### src/mode_defines.vh
// Purpose: Constants for the controller operating-mode logic
// Assumes: Included by the mode logic files
// Notes: Contact patterns are one-hot per position sampled from the key
`ifndef MODE_DEFINES_VH
`define MODE_DEFINES_VH

// Key switch position codes
`define SW_RUN 2'h0
`define SW_REMOTE 2'h1
`define SW_PROGRAM 2'h2
`define SW_INVALID 2'h3

// Contact patterns {program, remote, run}
`define KEYS_RUN 3'h1
`define KEYS_REMOTE 3'h2
`define KEYS_PROGRAM 3'h4

// Operating mode codes
`define MODE_RUN 3'h0
`define MODE_REM_RUN 3'h1
`define MODE_REM_PROGRAM_POSITION 3'h2
`define MODE_REM_TEST 3'h3
`define MODE_PROGRAM 3'h4

// Host request codes
`define REQ_REM_PROGRAM_POSITION 2'h0
`define REQ_REM_RUN 2'h1
`define REQ_REM_TEST 2'h2
`define REQ_INVALID 2'h3

// Fallback choice per output module
`define FB_OFF 2'h0
`define FB_ON 2'h1
`define FB_HOLD 2'h2

// Debounce time and count at 125 MHz
`define DEBOUNCE_CYCLES 17'h1e848
`define DEB_CNT_W 17

// Number of output modules
`define NUM_OUT 8

`endif

### src/controller_mode_fsm.v
// Purpose: Operating-mode state machine of a programmable controller
// Assumes: Key switch contacts arrive raw; host inputs are on ref_clk_in
// Notes: A key switch change wins over a host request in the same cycle
// Operation
// [RULE1] Key switch position restricts which modes may be active.
// [RULE2] Run position refuses edits, downloads, firmware updates and host mode changes.
// [RULE3] Remote Run executes, logic drives outputs, allows edits and host changes.
// [RULE4] Remote Program stops tasks, fallback outputs, allows downloads, edits, changes.
// [RULE5] Remote Test executes, fallback outputs, allows edits, changes; no downloads.
// [RULE6] Program stops tasks and logic outputs; edits, downloads, peer data allowed.
// [RULE7] Fallback puts each output module to its own on, off or hold choice.
// [RULE8] Program position ignores host mode-change requests.
// [RULE9] Run to remote position enters Remote Run.
// [RULE10] Program to remote position enters Remote Program.
// [RULE11] Remote Test never entered by switch movement alone.
// [RULE12] Host requests honoured only online with switch at remote.
// [RULE13] Host offers different mode choices depending on switch position.
// [RULE14] Operators should keep switch at run during production.
// [RULE15] Switch synchronised and debounced; mode changes only on stable change or request.
`timescale 1ns/1ps
`include "mode_defines.vh"

module controller_mode_fsm #(
   parameter [`DEB_CNT_W-1:0] DEB_CYCLES = `DEBOUNCE_CYCLES
) (
   input wire ref_clk_in,
   input wire srst_in,
   input wire key_run_in,
   input wire key_remote_in,
   input wire key_program_in,
   input wire host_online_in,
   input wire host_req_valid_in,
   input wire [1:0] host_req_mode_in,
   input wire [`NUM_OUT-1:0] logic_out_in,
   input wire [2*`NUM_OUT-1:0] fallback_cfg_in,
   output wire host_req_ack_out,
   output wire host_req_nak_out,
   output reg [2:0] mode_out,
   output reg [1:0] switch_pos_out,
   output reg task_exec_out,
   output reg outputs_live_out,
   output reg edit_permit_out,
   output reg download_permit_out,
   output reg fw_update_permit_out,
   output reg host_mode_permit_out,
   output reg msg_send_permit_out,
   output reg peer_data_permit_out,
   output reg net_sched_permit_out,
   output reg [`NUM_OUT-1:0] out_drive_out
);

   localparam ST_RUN = `MODE_RUN;
   localparam ST_REM_RUN = `MODE_REM_RUN;
   localparam ST_REM_PROGRAM_POSITION = `MODE_REM_PROGRAM_POSITION;
   localparam ST_REM_TEST = `MODE_REM_TEST;
   localparam ST_PROGRAM = `MODE_PROGRAM;

   wire [1:0] pos;
   wire pos_valid;
   wire pos_change;
   reg [2:0] state_r;
   reg [2:0] state_nxt;
   reg [`NUM_OUT-1:0] hold_r;
   reg req_ok;
   integer i;

   // [RULE15] Synchronise and debounce key
   switch_debounce #(
      .DEB_CYCLES(DEB_CYCLES)
   ) u_deb (
      .ref_clk_in(ref_clk_in),
      .srst_in(srst_in),
      .key_run_in(key_run_in),
      .key_remote_in(key_remote_in),
      .key_program_in(key_program_in),
      .pos_out(pos),
      .pos_valid_out(pos_valid),
      .pos_change_out(pos_change)
   );

   // Map a host request code to a mode
   function [2:0] req_to_mode;
      input [1:0] req;
      begin
         case (req)
            `REQ_REM_PROGRAM_POSITION: req_to_mode = ST_REM_PROGRAM_POSITION;
            `REQ_REM_RUN: req_to_mode = ST_REM_RUN;
            default: req_to_mode = ST_REM_TEST;
         endcase
      end
   endfunction

   // Fallback level for one output module
   function fallback_bit;
      input [1:0] cfg;
      input held;
      begin
         case (cfg)
            `FB_ON: fallback_bit = 1'b1;
            `FB_HOLD: fallback_bit = held;
            default: fallback_bit = 1'b0;
         endcase
      end
   endfunction

   // Modes whose outputs follow logic
   function drives_live;
      input [2:0] st;
      begin
         drives_live = (st == ST_RUN) || (st == ST_REM_RUN);
      end
   endfunction

   // [RULE12] Host request gating
   // [RULE2] Refused at run position
   // [RULE8] Ignored at program position
   always @* begin
      req_ok = host_req_valid_in && host_online_in && pos_valid && !pos_change &&
               (pos == `SW_REMOTE) && (host_req_mode_in != `REQ_INVALID);
   end

   assign host_req_ack_out = req_ok;
   assign host_req_nak_out = host_req_valid_in && !req_ok;

   // Next mode selection
   always @* begin
      state_nxt = state_r;
      if (pos_change) begin
         case (pos)
            // [RULE1] Position restricts mode
            `SW_RUN: state_nxt = ST_RUN;
            `SW_PROGRAM: state_nxt = ST_PROGRAM;
            `SW_REMOTE: begin
               // [RULE9] Run to remote
               if (state_r == ST_RUN)
                  state_nxt = ST_REM_RUN;
               // [RULE10] Program to remote
               // [RULE11] Never Remote Test by switch
               else
                  state_nxt = ST_REM_PROGRAM_POSITION;
            end
            default: state_nxt = state_r;
         endcase
      end else if (req_ok) begin
         // [RULE12] Accepted host request
         state_nxt = req_to_mode(host_req_mode_in);
      end
   end

   always @(posedge ref_clk_in) begin
      if (srst_in) begin
         state_r <= ST_PROGRAM;
      end else begin
         state_r <= state_nxt;
      end
   end

   // Hold-last-value capture while logic drives outputs
   always @(posedge ref_clk_in) begin
      if (srst_in) begin
         hold_r <= {`NUM_OUT{1'b0}};
      end else if (drives_live(state_r)) begin
         hold_r <= logic_out_in;
      end
   end

   // Mode permissions and output drive
   always @(posedge ref_clk_in) begin
      if (srst_in) begin
         mode_out <= ST_PROGRAM;
         switch_pos_out <= `SW_INVALID;
         task_exec_out <= 1'b0;
         outputs_live_out <= 1'b0;
         edit_permit_out <= 1'b0;
         download_permit_out <= 1'b0;
         fw_update_permit_out <= 1'b0;
         host_mode_permit_out <= 1'b0;
         msg_send_permit_out <= 1'b0;
         peer_data_permit_out <= 1'b0;
         net_sched_permit_out <= 1'b0;
         out_drive_out <= {`NUM_OUT{1'b0}};
      end else begin
         mode_out <= state_r;
         switch_pos_out <= pos;
         host_mode_permit_out <= pos_valid && (pos == `SW_REMOTE) && host_online_in;
         peer_data_permit_out <= 1'b1;
         case (state_r)
            ST_RUN: begin
               // [RULE2] Run locks editing
               task_exec_out <= 1'b1;
               outputs_live_out <= 1'b1;
               edit_permit_out <= 1'b0;
               download_permit_out <= 1'b0;
               fw_update_permit_out <= 1'b0;
               msg_send_permit_out <= 1'b1;
               net_sched_permit_out <= 1'b0;
            end
            ST_REM_RUN: begin
               // [RULE3] Remote Run permissions
               task_exec_out <= 1'b1;
               outputs_live_out <= 1'b1;
               edit_permit_out <= 1'b1;
               download_permit_out <= 1'b0;
               fw_update_permit_out <= 1'b0;
               msg_send_permit_out <= 1'b1;
               net_sched_permit_out <= 1'b0;
            end
            ST_REM_PROGRAM_POSITION: begin
               // [RULE4] Remote Program permissions
               task_exec_out <= 1'b0;
               outputs_live_out <= 1'b0;
               edit_permit_out <= 1'b1;
               download_permit_out <= 1'b1;
               fw_update_permit_out <= 1'b1;
               msg_send_permit_out <= 1'b0;
               net_sched_permit_out <= 1'b1;
            end
            ST_REM_TEST: begin
               // [RULE5] Remote Test permissions
               task_exec_out <= 1'b1;
               outputs_live_out <= 1'b0;
               edit_permit_out <= 1'b1;
               download_permit_out <= 1'b0;
               fw_update_permit_out <= 1'b0;
               msg_send_permit_out <= 1'b0;
               net_sched_permit_out <= 1'b0;
            end
            default: begin
               // [RULE6] Program mode permissions
               task_exec_out <= 1'b0;
               outputs_live_out <= 1'b0;
               edit_permit_out <= 1'b1;
               download_permit_out <= 1'b1;
               fw_update_permit_out <= 1'b1;
               msg_send_permit_out <= 1'b0;
               net_sched_permit_out <= 1'b1;
            end
         endcase
         // [RULE7] Per-module fallback drive
         for (i = 0; i < `NUM_OUT; i = i + 1) begin
            if (drives_live(state_r))
               out_drive_out[i] <= logic_out_in[i];
            else
               out_drive_out[i] <= fallback_bit(fallback_cfg_in[2*i +: 2], hold_r[i]);
         end
      end
   end

endmodule

### src/switch_debounce.v
// Purpose: Synchronise and debounce the three-position key switch
// Assumes: Switch contacts are asynchronous to ref_clk_in
// Notes: Position reported only after it has held steady the full time
`timescale 1ns/1ps
`include "mode_defines.vh"

module switch_debounce #(
   parameter [`DEB_CNT_W-1:0] DEB_CYCLES = `DEBOUNCE_CYCLES
) (
   input wire ref_clk_in,
   input wire srst_in,
   input wire key_run_in,
   input wire key_remote_in,
   input wire key_program_in,
   output reg [1:0] pos_out,
   output reg pos_valid_out,
   output reg pos_change_out
);

   reg [2:0] meta_r;
   reg [2:0] sync_r;
   reg [1:0] cand_r;
   reg [`DEB_CNT_W-1:0] cnt_r;
   reg [1:0] raw_pos;

   // Encode sampled contacts
   always @* begin
      if (sync_r == `KEYS_RUN)
         raw_pos = `SW_RUN;
      else if (sync_r == `KEYS_REMOTE)
         raw_pos = `SW_REMOTE;
      else if (sync_r == `KEYS_PROGRAM)
         raw_pos = `SW_PROGRAM;
      else
         raw_pos = `SW_INVALID;
   end

   // [RULE15] Two-stage sync then debounce
   always @(posedge ref_clk_in) begin
      if (srst_in) begin
         meta_r <= 3'h0;
         sync_r <= 3'h0;
         cand_r <= `SW_INVALID;
         cnt_r <= {`DEB_CNT_W{1'b0}};
         pos_out <= `SW_INVALID;
         pos_valid_out <= 1'b0;
         pos_change_out <= 1'b0;
      end else begin
         meta_r <= {key_program_in, key_remote_in, key_run_in};
         sync_r <= meta_r;
         pos_change_out <= 1'b0;
         if (raw_pos != cand_r) begin
            cand_r <= raw_pos;
            cnt_r <= {`DEB_CNT_W{1'b0}};
         end else if (cnt_r < DEB_CYCLES) begin
            cnt_r <= cnt_r + 1'b1;
         end else if (raw_pos != `SW_INVALID && (raw_pos != pos_out || !pos_valid_out)) begin
            pos_out <= raw_pos;
            pos_valid_out <= 1'b1;
            pos_change_out <= 1'b1;
         end
      end
   end

endmodule

### config.mk
export PLATFORM = sky130hd
export DESIGN_NAME = controller_mode_fsm
export DESIGN_NICKNAME = d
export VERILOG_FILES = /design/src/controller_mode_fsm.v /design/src/switch_debounce.v
export VERILOG_INCLUDE_DIRS = /design/src
export SDC_FILE = /design/constraint.sdc
export NUM_CORES = 1
export LEC_CHECK = 0
export ABC_AREA = 1
export BUFFER_PORTS_ARGS = -buffer_cell sky130_fd_sc_hd__buf_2
export CORE_UTILIZATION = 24
export CTS_CLUSTER_SIZE = 10
export DETAILED_ROUTE_END_ITERATION = 6
export PLACE_DENSITY = 0.46
export SLEW_MARGIN = 30
export SYNTH_ARGS = -nofsm -noshare
export SYNTH_HDL_FRONTEND = slang
export SYNTH_HIERARCHICAL = 1
export SYNTH_SLANG_ARGS = --single-unit
### constraint.sdc
create_clock -name ref_clk_in -period 2.6 [get_ports ref_clk_in]
set_clock_uncertainty 0.2 [all_clocks]
set_input_delay 0.13 -clock ref_clk_in [delete_from_list [all_inputs] [get_ports ref_clk_in]]
set_output_delay 0.13 -clock ref_clk_in [all_outputs]
set_load 0.03 [all_outputs]
## After elaboration in Yosys (flattened, before gate mapping)

Cells that the tools add are included.

| word-level totals | value |
|---|---|
| bits in registers | 59 |
| input bits | 33 |
| output and inout port bits | 24 |
| logic and storage cells | 105 |

| cells by class | value |
|---|---|
| add/sub/neg operators | 1 |
| magnitude comparators | 1 |
| eq/ne operators | 29 |
| mux-type cells | 30 |
| bitwise operators | 2 |
| reductions and logical operators | 24 |

Operators with widths:

| cell | count |
|---|---|
| $eq A2 B1 Y1 const B | 10 |
| $eq A2 B2 Y1 const B | 9 |
| $add A17 B1 Y17 const B | 1 |
| $lt A17 B17 Y1 const B | 1 |
| $pmux W1 S2 | 8 |
| $mux W1 | 15 |
| $logic_and A1 B1 Y1 | 9 |
| $pmux W3 S3 | 1 |
| $eq A3 B1 Y1 const B | 2 |
| $eq A3 B2 Y1 const B | 2 |
| $mux W2 | 3 |
| $mux W3 | 2 |
| $reduce_or A3 Y1 | 2 |
| $logic_not A2 Y1 | 2 |
| $ne A2 B2 Y1 | 2 |
| $ne A2 B2 Y1 const B | 2 |
| $ne A4 B4 Y1 const B | 1 |
| $pmux W2 S2 | 1 |
| $reduce_or A2 Y1 | 2 |
| $eq A3 B3 Y1 const B | 1 |
| $logic_not A1 Y1 | 3 |
| $logic_not A3 Y1 | 1 |
| $reduce_and A3 Y1 | 1 |
| $logic_or A1 B1 Y1 | 2 |
| 3 further kinds | 4 |

## Depth between registers and ports, before layout

Gate-level depths: netlist of the first run.

| depth | value |
|---|---|
| depth after elaboration | 8 |
| mapped depth | 11 |
| gate-level depth less buffers | 11 |

## Hierarchy

The synthesis of the first run kept the hierarchy.

Modules (own cells, without submodules):

| module | times used | cells each | area each (um^2) | sequential area each (um^2) |
|---|---|---|---|---|
| switch_debounce | 1 | 215 | 1,495.2 | 580.6 |
| controller_mode_fsm | 1 | 187 | 1,413.9 | 600.6 |

## Least setup slack after synthesis of the first run

No wires, ideal clock.

| path | value |
|---|---|
| path kind | flip-flop to flip-flop |
| from | reg u_deb.cnt_r[0] |
| to | reg u_deb.cnt_r[14] |
| setup time | 70 ps |
| arrival time | 1,359 ps |
| required time | 2,330 ps |
| slack | 971 ps |
| cell stages (with the launch flop) | 9 |
| path buffers | 0 |
| period minus slack after synthesis | 1,629 ps |
| path through | dfxtp_1 > ha_1 > nand2_1 > nor3_4 > nand2_2 > nor2_4 > nand2_2 > or2_0 > a21oi_1 |

| on the way | value |
|---|---|
| word-level cells in the longest chain between the ends | 1 |
| elaborated cells on any way between the ends | 2 |
| classes of those cells | add/sub: 1; order compare: 1 |

Ends and longest elaborated chain:

| element | RTL line | text |
|---|---|---|
| start, declared | switch_debounce.v:23 | `` reg [`DEB_CNT_W-1:0] cnt_r; `` |
| start signal, assigned | switch_debounce.v:44 | `` cnt_r <= {`DEB_CNT_W{1'b0}}; `` |
| start signal, assigned | switch_debounce.v:54 | `` cnt_r <= {`DEB_CNT_W{1'b0}}; `` |
| start signal, assigned | switch_debounce.v:56 | `cnt_r <= cnt_r + 1'b1;` |
| $add A17 B1 Y17 or $lt A17 B17 Y1 (tied branches) | switch_debounce.v:56, switch_debounce.v:55 |  |

Several ways; a longest one is shown, not always the timed one.
A chain may end at the register's enable or synchronous reset.

## Final worst setup path of the first run

| path | value |
|---|---|
| from | in srst_in |
| to | reg out_drive_out[2] |

RTL lines:

| element | RTL line | text |
|---|---|---|
| start, declared | controller_mode_fsm.v:27 | `input wire srst_in,` |
| end signal, assigned | controller_mode_fsm.v:181 | `` out_drive_out <= {`NUM_OUT{1'b0}}; `` |
| end signal, assigned by index | controller_mode_fsm.v:242 | `out_drive_out[i] <= logic_out_in[i];` |
| end signal, assigned by index | controller_mode_fsm.v:244 | `out_drive_out[i] <= fallback_bit(fallback_cfg_in[2*i +: 2], hold_r[i]);` |
| end, declared | controller_mode_fsm.v:49 | `` output reg [`NUM_OUT-1:0] out_drive_out `` |

No word-level cell between the ends.

==> out/results.md, run 1 <==
| Result | This run |
|---|---|
| Status | finished, violations left |
| Violations in the final reports | design-rule violations |
| Number of buffers between clock root and the deepest sink | 2 |
| Yosys warning count | 6 |
| Initial drt markers | 108 |
| Endpoint arrival time on the critical path | 1930 ps |
| Data required time of the critical path | 2610 ps |
| Root buffer selected by CTS | sky130_fd_sc_hd__clkbuf_16 |
| Max-slew headroom | 68.2% |
| Post-synthesis cell count | 402 |
| Number of antenna cells inserted | 0 |
| Internal Pwr Total | 0.00184 W |
| Highest clock frequency the design can meet | 521 MHz |
| Vias after detailed routing | 2,600 |
| #FFs+latches synth | 59 |
| Residual overflow from global routing | 0 |
| Htree depth | 3 |
| Setup Viol. Count Final | 0 |
| Last weighted congestion value of the routability-driven placer | 0.782 |
| Setup TNS after final layout | 0 ps |
| Sequential Power Share | 38.8% |
| Clock insertion delay at the later pin of the skew report | 330 ps |
| Post-detailed-route count of antenna-violating nets | 0 |
| Area share of the leading cell type in the synthesized netlist | 40.6% |
| Tightest Hold Check Type | in2reg |
| Core Rows | 39 |
| Area contributors post-synth | sky130_fd_sc_hd__dfxtp_1, sky130_fd_sc_hd__nand2_1, sky130_fd_sc_hd__inv_1 |
| Peak VDD IR | 0.000265 V |
| Worst Max-Slew Pin Slew | 476 ps |
| Area growth, synth to finish | 31.2% |
| Final Net Count | 529 |
| Part of the power in the clock network | 53.5% |
| Number of violations of the max-capacitance limit | 0 |
| Kind of start point of the critical path | primary input |
| Overall power | 0.00239 W |
| Pre-Repair DR Iteration Count | 6 |
| Number of buffers inserted during clock tree synthesis | 9 |
| Final Hold Vio Count | 0 |
| Min-Delay Endpoint | out_drive_out[5] |
| Crit path time final | 1920 ps |
| R2r worst-path depth | 4 |
| Core Area | 11,600 um2 |
| Psw | 0.000548 W |
| Vias in the first global route | 2,501 |
| IO Port Bufs | 56 |
| Portion of the post-synthesis area used by sequential elements | 40.6% |
| CTS tree | done |
| RSZ-0062 raised after global routing | no |
| P per Cell Area | 626 nW/um2 |
| Count of final max-slew check failures | 0 |
| Maximum number of pins on one net before global-route repair | 26 |
| Post-synth cell types | 31 |
| First-pass GRT wire length | 11.0 mm |
| Fraction of power spent switching nets | 22.9% |
| Post-synthesis cell area | 2910 um2 |
| Post-placement worst setup slack | 782 ps |
| Register-to-register setup slack | 710 ps |
| Hold Crit Depth | 5 |
| HPWL Detailed | 4.56 mm |
| Via-to-Cell Ratio | 4.15 |
| Total Routing Usage GR | 10.9% |
| Fraction of final layout cells sized beyond drive strength 1 | 20.0% |
| Horiz. Die Dim | 112 um |
| DRC viols | 9 |
| Synthesized net count | 452 |
| Worst-path maximum fanout | 25 |
| Most area-hungry cell type in the Yosys netlist | sky130_fd_sc_hd__dfxtp_1 |
| Io pins | 57 |
| Combinational share of power | 7.6% |
| Post-cts resize count | 0 |
| Launch instance of the worst min-delay path | fallback_cfg_in[11] |
| Leakage | 1.89 nW |
| CTS clk-pin slew, worst paths | 60 ps |
| Startpoint of the most critical register-to-register path | state_r[2] |
| Wire per inst | 10.1 um |
| Detailed Route WL | 6.33 mm |
| Die extent in y | 112 um |
| Syn avg cell area | 7.24 um2 |
| Clock Sinks | 59 |
| Die Outline Area | 12,600 um2 |
| CP endpoint kind | register |
| Number of antenna violations at the first check in global routing | 0 |
| Endpoint of the worst-slack reg-to-reg timing path | out_drive_out[2] |
| Fill cells | 1,208 |
| Hold buffers post-CTS | 19 |
| Worst-case setup margin in the final layout | 682 ps |
| Setup Buffers After CTS | 0 |
| Worst setup path category | in2reg |
| Period Utilization, post-route | 73.8% |
| Starting density of the core | 25.0% |
area by class of cell:
type | count | area, um2 | share of cell area (%)
Tap cell | 143 | 179 | 4.69
Timing Repair Buffer | 76 | 478 | 12.5
Clock buffer | 9 | 225 | 5.90
Sequential cell | 59 | 1180 | 30.9
Clock inverter | 7 | 100 | 2.62
Multi-Input combinational cell | 256 | 1360 | 35.7
Inverter | 77 | 292 | 7.64
metrics by stage:
step	utilization, %	hold WS, ps	std cells	area (um2)
floorplan	-	37.0	402	2910
finish	32.9	11.9	627	3820
CTS	32.9	2.65	627	3820
global placement	28.4	128	592	3300
detailed placement	28.4	135	592	3300
global route	32.9	57.3	627	3820
cells in the mapped netlist (all sizes together):
library cell / n
ha: 17
nor2: 46
nand3: 23
clkinv: 1
nand4: 7
inv: 76
nand2: 92
clkbuf: 2
nor3: 11
xnor2: 2
dfxtp: 59
buf: 8
xor2: 2
nor3b: 3
o21ai: 17
or2: 2
a21oi: 34
sequential cells by signal (all words and copies together), names as in the netlist, 2 cells and up:
register and count:
u_deb/cnt_r 17, hold_r 8, out_drive_out 8, mode_out 3, state_r 3, u_deb/meta_r 3, u_deb/sync_r 3, switch_pos_out 2
u_deb/cand_r 2, u_deb/pos_out 2
cells by family after synthesis:
family,synth area share (%)
AO/OA/AOI/OAI,8.77
buffers and inverters,12.6
AND/OR/NAND/NOR,29.5
flip-flops,40.6
adder cells (fa/ha/maj),7.31
XOR/XNOR,1.20
critical path, cell delays in order:
cell	delay (ps)
sky130_fd_sc_hd__dlygate4sd3_1	520
sky130_fd_sc_hd__buf_2	290
sky130_fd_sc_hd__buf_4	340
sky130_fd_sc_hd__a21oi_1	70
sky130_fd_sc_hd__dlygate4sd3_1	570
cell usage in the layout (no fill, tap or decap):
master                          Yosys  layout
sky130_fd_sc_hd__clkinv_2           0       1
sky130_fd_sc_hd__a21oi_1           34      34
sky130_fd_sc_hd__inv_4              1       1
sky130_fd_sc_hd__dlygate4sd3_1      0      19
sky130_fd_sc_hd__clkbuf_16          0       9
sky130_fd_sc_hd__nor3_2             2       2
sky130_fd_sc_hd__nor2_4             2       2
sky130_fd_sc_hd__or2_0              1       1
sky130_fd_sc_hd__nand2_1           84      84
sky130_fd_sc_hd__inv_6              0       1
sky130_fd_sc_hd__o21ai_1            1       1
sky130_fd_sc_hd__nor3_1             8       8
sky130_fd_sc_hd__nor3b_1            3       3
sky130_fd_sc_hd__nand3_1           21      21
sky130_fd_sc_hd__nand3_2            1       1
sky130_fd_sc_hd__nand2_2            8       8
sky130_fd_sc_hd__nor2_8             1       1
sky130_fd_sc_hd__nand3_4            1       1
sky130_fd_sc_hd__dfxtp_1           59      59
sky130_fd_sc_hd__inv_2              5       5
sky130_fd_sc_hd__nor2_1            42      42
sky130_fd_sc_hd__buf_4              3       1
sky130_fd_sc_hd__nor2_2             1       1
sky130_fd_sc_hd__clkinv_1           1       1
sky130_fd_sc_hd__buf_2              2      56
sky130_fd_sc_hd__o21ai_0           16      16
sky130_fd_sc_hd__inv_1             70      70
sky130_fd_sc_hd__xor2_1             2       2
sky130_fd_sc_hd__nor3_4             1       1
sky130_fd_sc_hd__nand4_1            7       7
sky130_fd_sc_hd__clkinv_4           0       3
sky130_fd_sc_hd__or2_2              1       1
sky130_fd_sc_hd__bufinv_16          0       2
sky130_fd_sc_hd__xnor2_1            2       2
sky130_fd_sc_hd__ha_1              17      17
power by group through the flow:
stage                     clock (W)  combinational (W)  sequential, W
after floorplan                   0          0.0000931       0.000960
after global placement            0           0.000162       0.000947
after detailed placement          0           0.000163       0.000948
after CTS                   0.00132           0.000185       0.000928
after global routing        0.00135           0.000209       0.000930
final                       0.00128           0.000182       0.000928
per-layer routing:
layer	up-vias	part of all wire (%)	GRT usage (%)
li1	1405	-	-
met1	1131	48	12.9
met2	55	46	18.5
met3	9	4.4	3.40
met4	0	1.7	4.00
met5	-	0	0
worst max path at each step:
stage	startpoint	end	slack, ps
after floorplan	u_deb/cnt_r[0]	u_deb/cnt_r[14]	970
after global placement	u_deb/cnt_r[0]	u_deb/cnt_r[14]	790
after detailed placement	u_deb/cnt_r[0]	u_deb/cnt_r[14]	780
after CTS	srst_in	out_drive_out[0]	670
final	srst_in	out_drive_out[2]	680
after global routing	u_deb/cnt_r[6]	u_deb/pos_out[1]	520
No activity file was read; power rests on OpenSTA's default activity.
==> run 2, diff against run 1 <==
- clock period: 2.6 -> 1.89 ns (I/O delays scaled with it)
==> run 2 against run 1 <==
The run still ends with design-rule violations left. Register-to-register slack got worse by 590 ps. Sequential share of layout area decreased by 0.50 points. Via count up 0.27%. Non-clock buffer count increased by 9. Setup slack lost 560 ps. Combinational power increased by 43%. Clock power is 27% higher. Cell count is 1.1% higher. Sequential power rose by 38%. Largest power group unchanged.
==> out/results.md, run 2 (synthesis results as in run 1) <==
| Result | This run | Delta |
|---|---|---|
| Status | finished, violations left | unchanged |
| Violations in the final reports | design-rule violations | unchanged |
| Core Area | 11,600 um2 | unchanged |
| Endpoint of the worst-slack reg-to-reg timing path | out_drive_out[5] | was out_drive_out[2] |
| Tightest Hold Check Type | in2reg | unchanged |
| Fill cells | 1,244 | was 1,208 |
| Data required time of the critical path | 1890 ps | was 2610 ps |
| Launch instance of the worst min-delay path | fallback_cfg_in[6] | was fallback_cfg_in[11] |
| Io pins | 57 | unchanged |
| Clock insertion delay at the later pin of the skew report | 310 ps | was 330 ps |
| Starting density of the core | 25.0% | unchanged |
| Register ranked first by flip-flop count | u_deb/cnt_r | unchanged |
| Die extent in y | 112 um | unchanged |
| Most common library cell in the layout ignoring fill and taps | sky130_fd_sc_hd__nand2_1 | unchanged |
| DRC viols | 9 | unchanged |
| Overall power | 0.00316 W | was 0.00239 W |
| Total Routing Usage GR | 10.9% | about the same |
| Crit path time final | 1770 ps |  |
| HPWL Detailed | 4.49 mm | was 4.56 mm |
| Core Rows | 39 | unchanged |
| Pre-Repair DR Iteration Count | 6 | unchanged |
| Final Net Count | 538 | was 529 |
| Initial drt markers | 123 | was 108 |
| Leakage | 1.92 nW | was 1.89 nW |
| Htree depth | 3 | unchanged |
| Fin Hold WS | 23.3 ps | was 11.9 ps |
| Peak VDD IR | 0.000348 V | was 0.000265 V |
| Worst-path maximum fanout | 17 | was 25 |
| Kind of start point of the critical path | register | was primary input |
| R2r worst-path depth | 6 | was 4 |
| CP endpoint kind | register | unchanged |
| RSZ-0062 raised after global routing | no | unchanged |
| CTS tree | done | unchanged |
| Via-to-Cell Ratio | 4.11 | was 4.15 |
| Hold Crit Depth | 4 | was 5 |
| Register-to-register setup slack | 120 ps | was 710 ps |
| Vias in the first global route | 2,553 | was 2,501 |
| Vias after detailed routing | 2,607 | was 2,600 |
| Horiz. Die Dim | 112 um | unchanged |
| Min-Delay Endpoint | out_drive_out[3] | was out_drive_out[5] |
| Worst setup path category | reg2reg | was in2reg |
| Clock Sinks | 59 | unchanged |
| Area of all placed cells without fillers | 3890 um2 | was 3820 um2 |
| Endpoint arrival time on the critical path | 1770 ps | was 1930 ps |
| Detailed Route WL | 6.27 mm | was 6.33 mm |
| Area growth, synth to finish | 33.8% | was 31.2% |
| Setup Viol. Count Final | 0 | unchanged |
| Startpoint of the most critical register-to-register path | state_r[2] | unchanged |
| Final Hold Vio Count | 0 | unchanged |
| Setup TNS after final layout | 0 ps | unchanged |
| Number of violations of the max-capacitance limit | 0 | unchanged |
| Root buffer selected by CTS | sky130_fd_sc_hd__clkbuf_16 | unchanged |
| Number of buffers between clock root and the deepest sink | 2 | unchanged |
| Max-slew headroom | 80.6% | was 68.2% |
| Residual overflow from global routing | 0 | unchanged |
| Commonest non-fill, non-tap cells in the layout | sky130_fd_sc_hd__nand2_1, sky130_fd_sc_hd__inv_1, sky130_fd_sc_hd__dfxtp_1, sky130_fd_sc_hd__buf_2, sky130_fd_sc_hd__nor2_1 | was sky130_fd_sc_hd__nand2_1, sky130_fd_sc_hd__inv_1, sky130_fd_sc_hd__dfxtp_1 |
| Worst Max-Slew Pin Slew | 290 ps | was 476 ps |
| Number of antenna cells inserted | 0 | unchanged |
| Number of antenna violations at the first check in global routing | 0 | unchanged |
| Wire per inst | 9.90 um | was 10.1 um |
| IO Port Bufs | 56 | unchanged |
| DP Area | 3320 um2 | was 3300 um2 |
| Count of final max-slew check failures | 0 | unchanged |
| Setup Buffers After CTS | 0 | unchanged |
| Highest clock frequency the design can meet | 565 MHz |  |
| Number of flip-flops in the largest register | 17 | unchanged |
| Die Outline Area | 12,600 um2 | unchanged |
| Maximum number of pins on one net before global-route repair | 26 | unchanged |
| Fraction of final layout cells sized beyond drive strength 1 | 21.0% | was 20.0% |
| P per Cell Area | 813 nW/um2 | was 626 nW/um2 |
| First-pass GRT wire length | 11.0 mm | about the same |
| Last weighted congestion value of the routability-driven placer | 0.829 | was 0.782 |
| Post-detailed-route count of antenna-violating nets | 0 | unchanged |
| Largest regs | u_deb/cnt_r: 17 flops, hold_r: 8 flops, out_drive_out: 8 flops | unchanged |
| Number of buffers inserted during clock tree synthesis | 9 | unchanged |
| CTS clk-pin slew, worst paths | 50 ps | was 60 ps |
| Period Utilization, post-route | 93.6% |  |
[run 2: cell types whose count changed in the layout (fill, tap and decap cells not counted), sizes merged]
cell,change
bufinv,-1
inv,-1
dlygate4sd3,+6
clkinv,-3
buf,+3
clkbuf,+3
[run 2: worst max path at each step]
stage / from / endpoint / slack [ps]
6_report: state_r[2] / out_drive_out[5] / 120
5_1_grt: state_r[2] / out_drive_out[5] / 4
4_1_cts: srst_in / out_drive_out[6] / 50
3_5_place_dp: u_deb/cnt_r[0] / u_deb/cnt_r[14] / 140
3_3_place_gp: u_deb/cnt_r[0] / u_deb/cnt_r[14] / 150
2_1_floorplan: u_deb/cnt_r[0] / u_deb/cnt_r[14] / 260
[run 2: report_power, final]
part | switching (W) | leakage [nW] | internal (W)
registers | 0.0000102 | 0.479 | 0.00127
clock network | 0.000517 | 0.151 | 0.00111
logic | 0.000145 | 1.29 | 0.000115
[run 2: layout make-up]
cell class,count,area [um2],share of cell area (%)
timing repair buffer,85,568,14.6
clock inverter,2,35.0,0.900
sequential,59,1180,30.4
tap,143,179,4.60
clock buffer,12,267,6.85
multi-input combinational,256,1370,35.1
inverter,77,292,7.49
[run 2: repair_timing]
item | in CTS | in global routing
setup endpoints to repair | 0 | 6
endpoints found under the hold margin | 25 | 0
hold buffers | 25 | 0
resized for setup | 0 | 7
[run 2: through the flow]
| step | util, % | instances | setup WS [ps] |
|---|---|---|---|
| final | 33.5 | 634 | 121 |
| after global routing | 33.5 | 634 | 3.53 |
| after CTS | 33.4 | 634 | 45.6 |
| after detailed placement | 28.6 | 595 | 141 |
| after global placement | 28.6 | 595 | 153 |
| after floorplan | - | 402 | 261 |
[run 2: worst max-delay path: stages, from the launching register on]
cell	delay [ps]
sky130_fd_sc_hd__dfxtp_1	360
sky130_fd_sc_hd__nor2_4	150
sky130_fd_sc_hd__buf_6	190
sky130_fd_sc_hd__nor2_1	50
sky130_fd_sc_hd__o21ai_0	70
sky130_fd_sc_hd__a21oi_1	80
sky130_fd_sc_hd__dlygate4sd3_1	550
[run 2: routing by layer]
metal	up-vias	global-route usage (%)	wire (um)
met3	2	3.29	260
met4	0	4.00	38
met5	-	0	0
met2	49	18.0	2840
li1	1414	-	-
met1	1142	13.4	3130
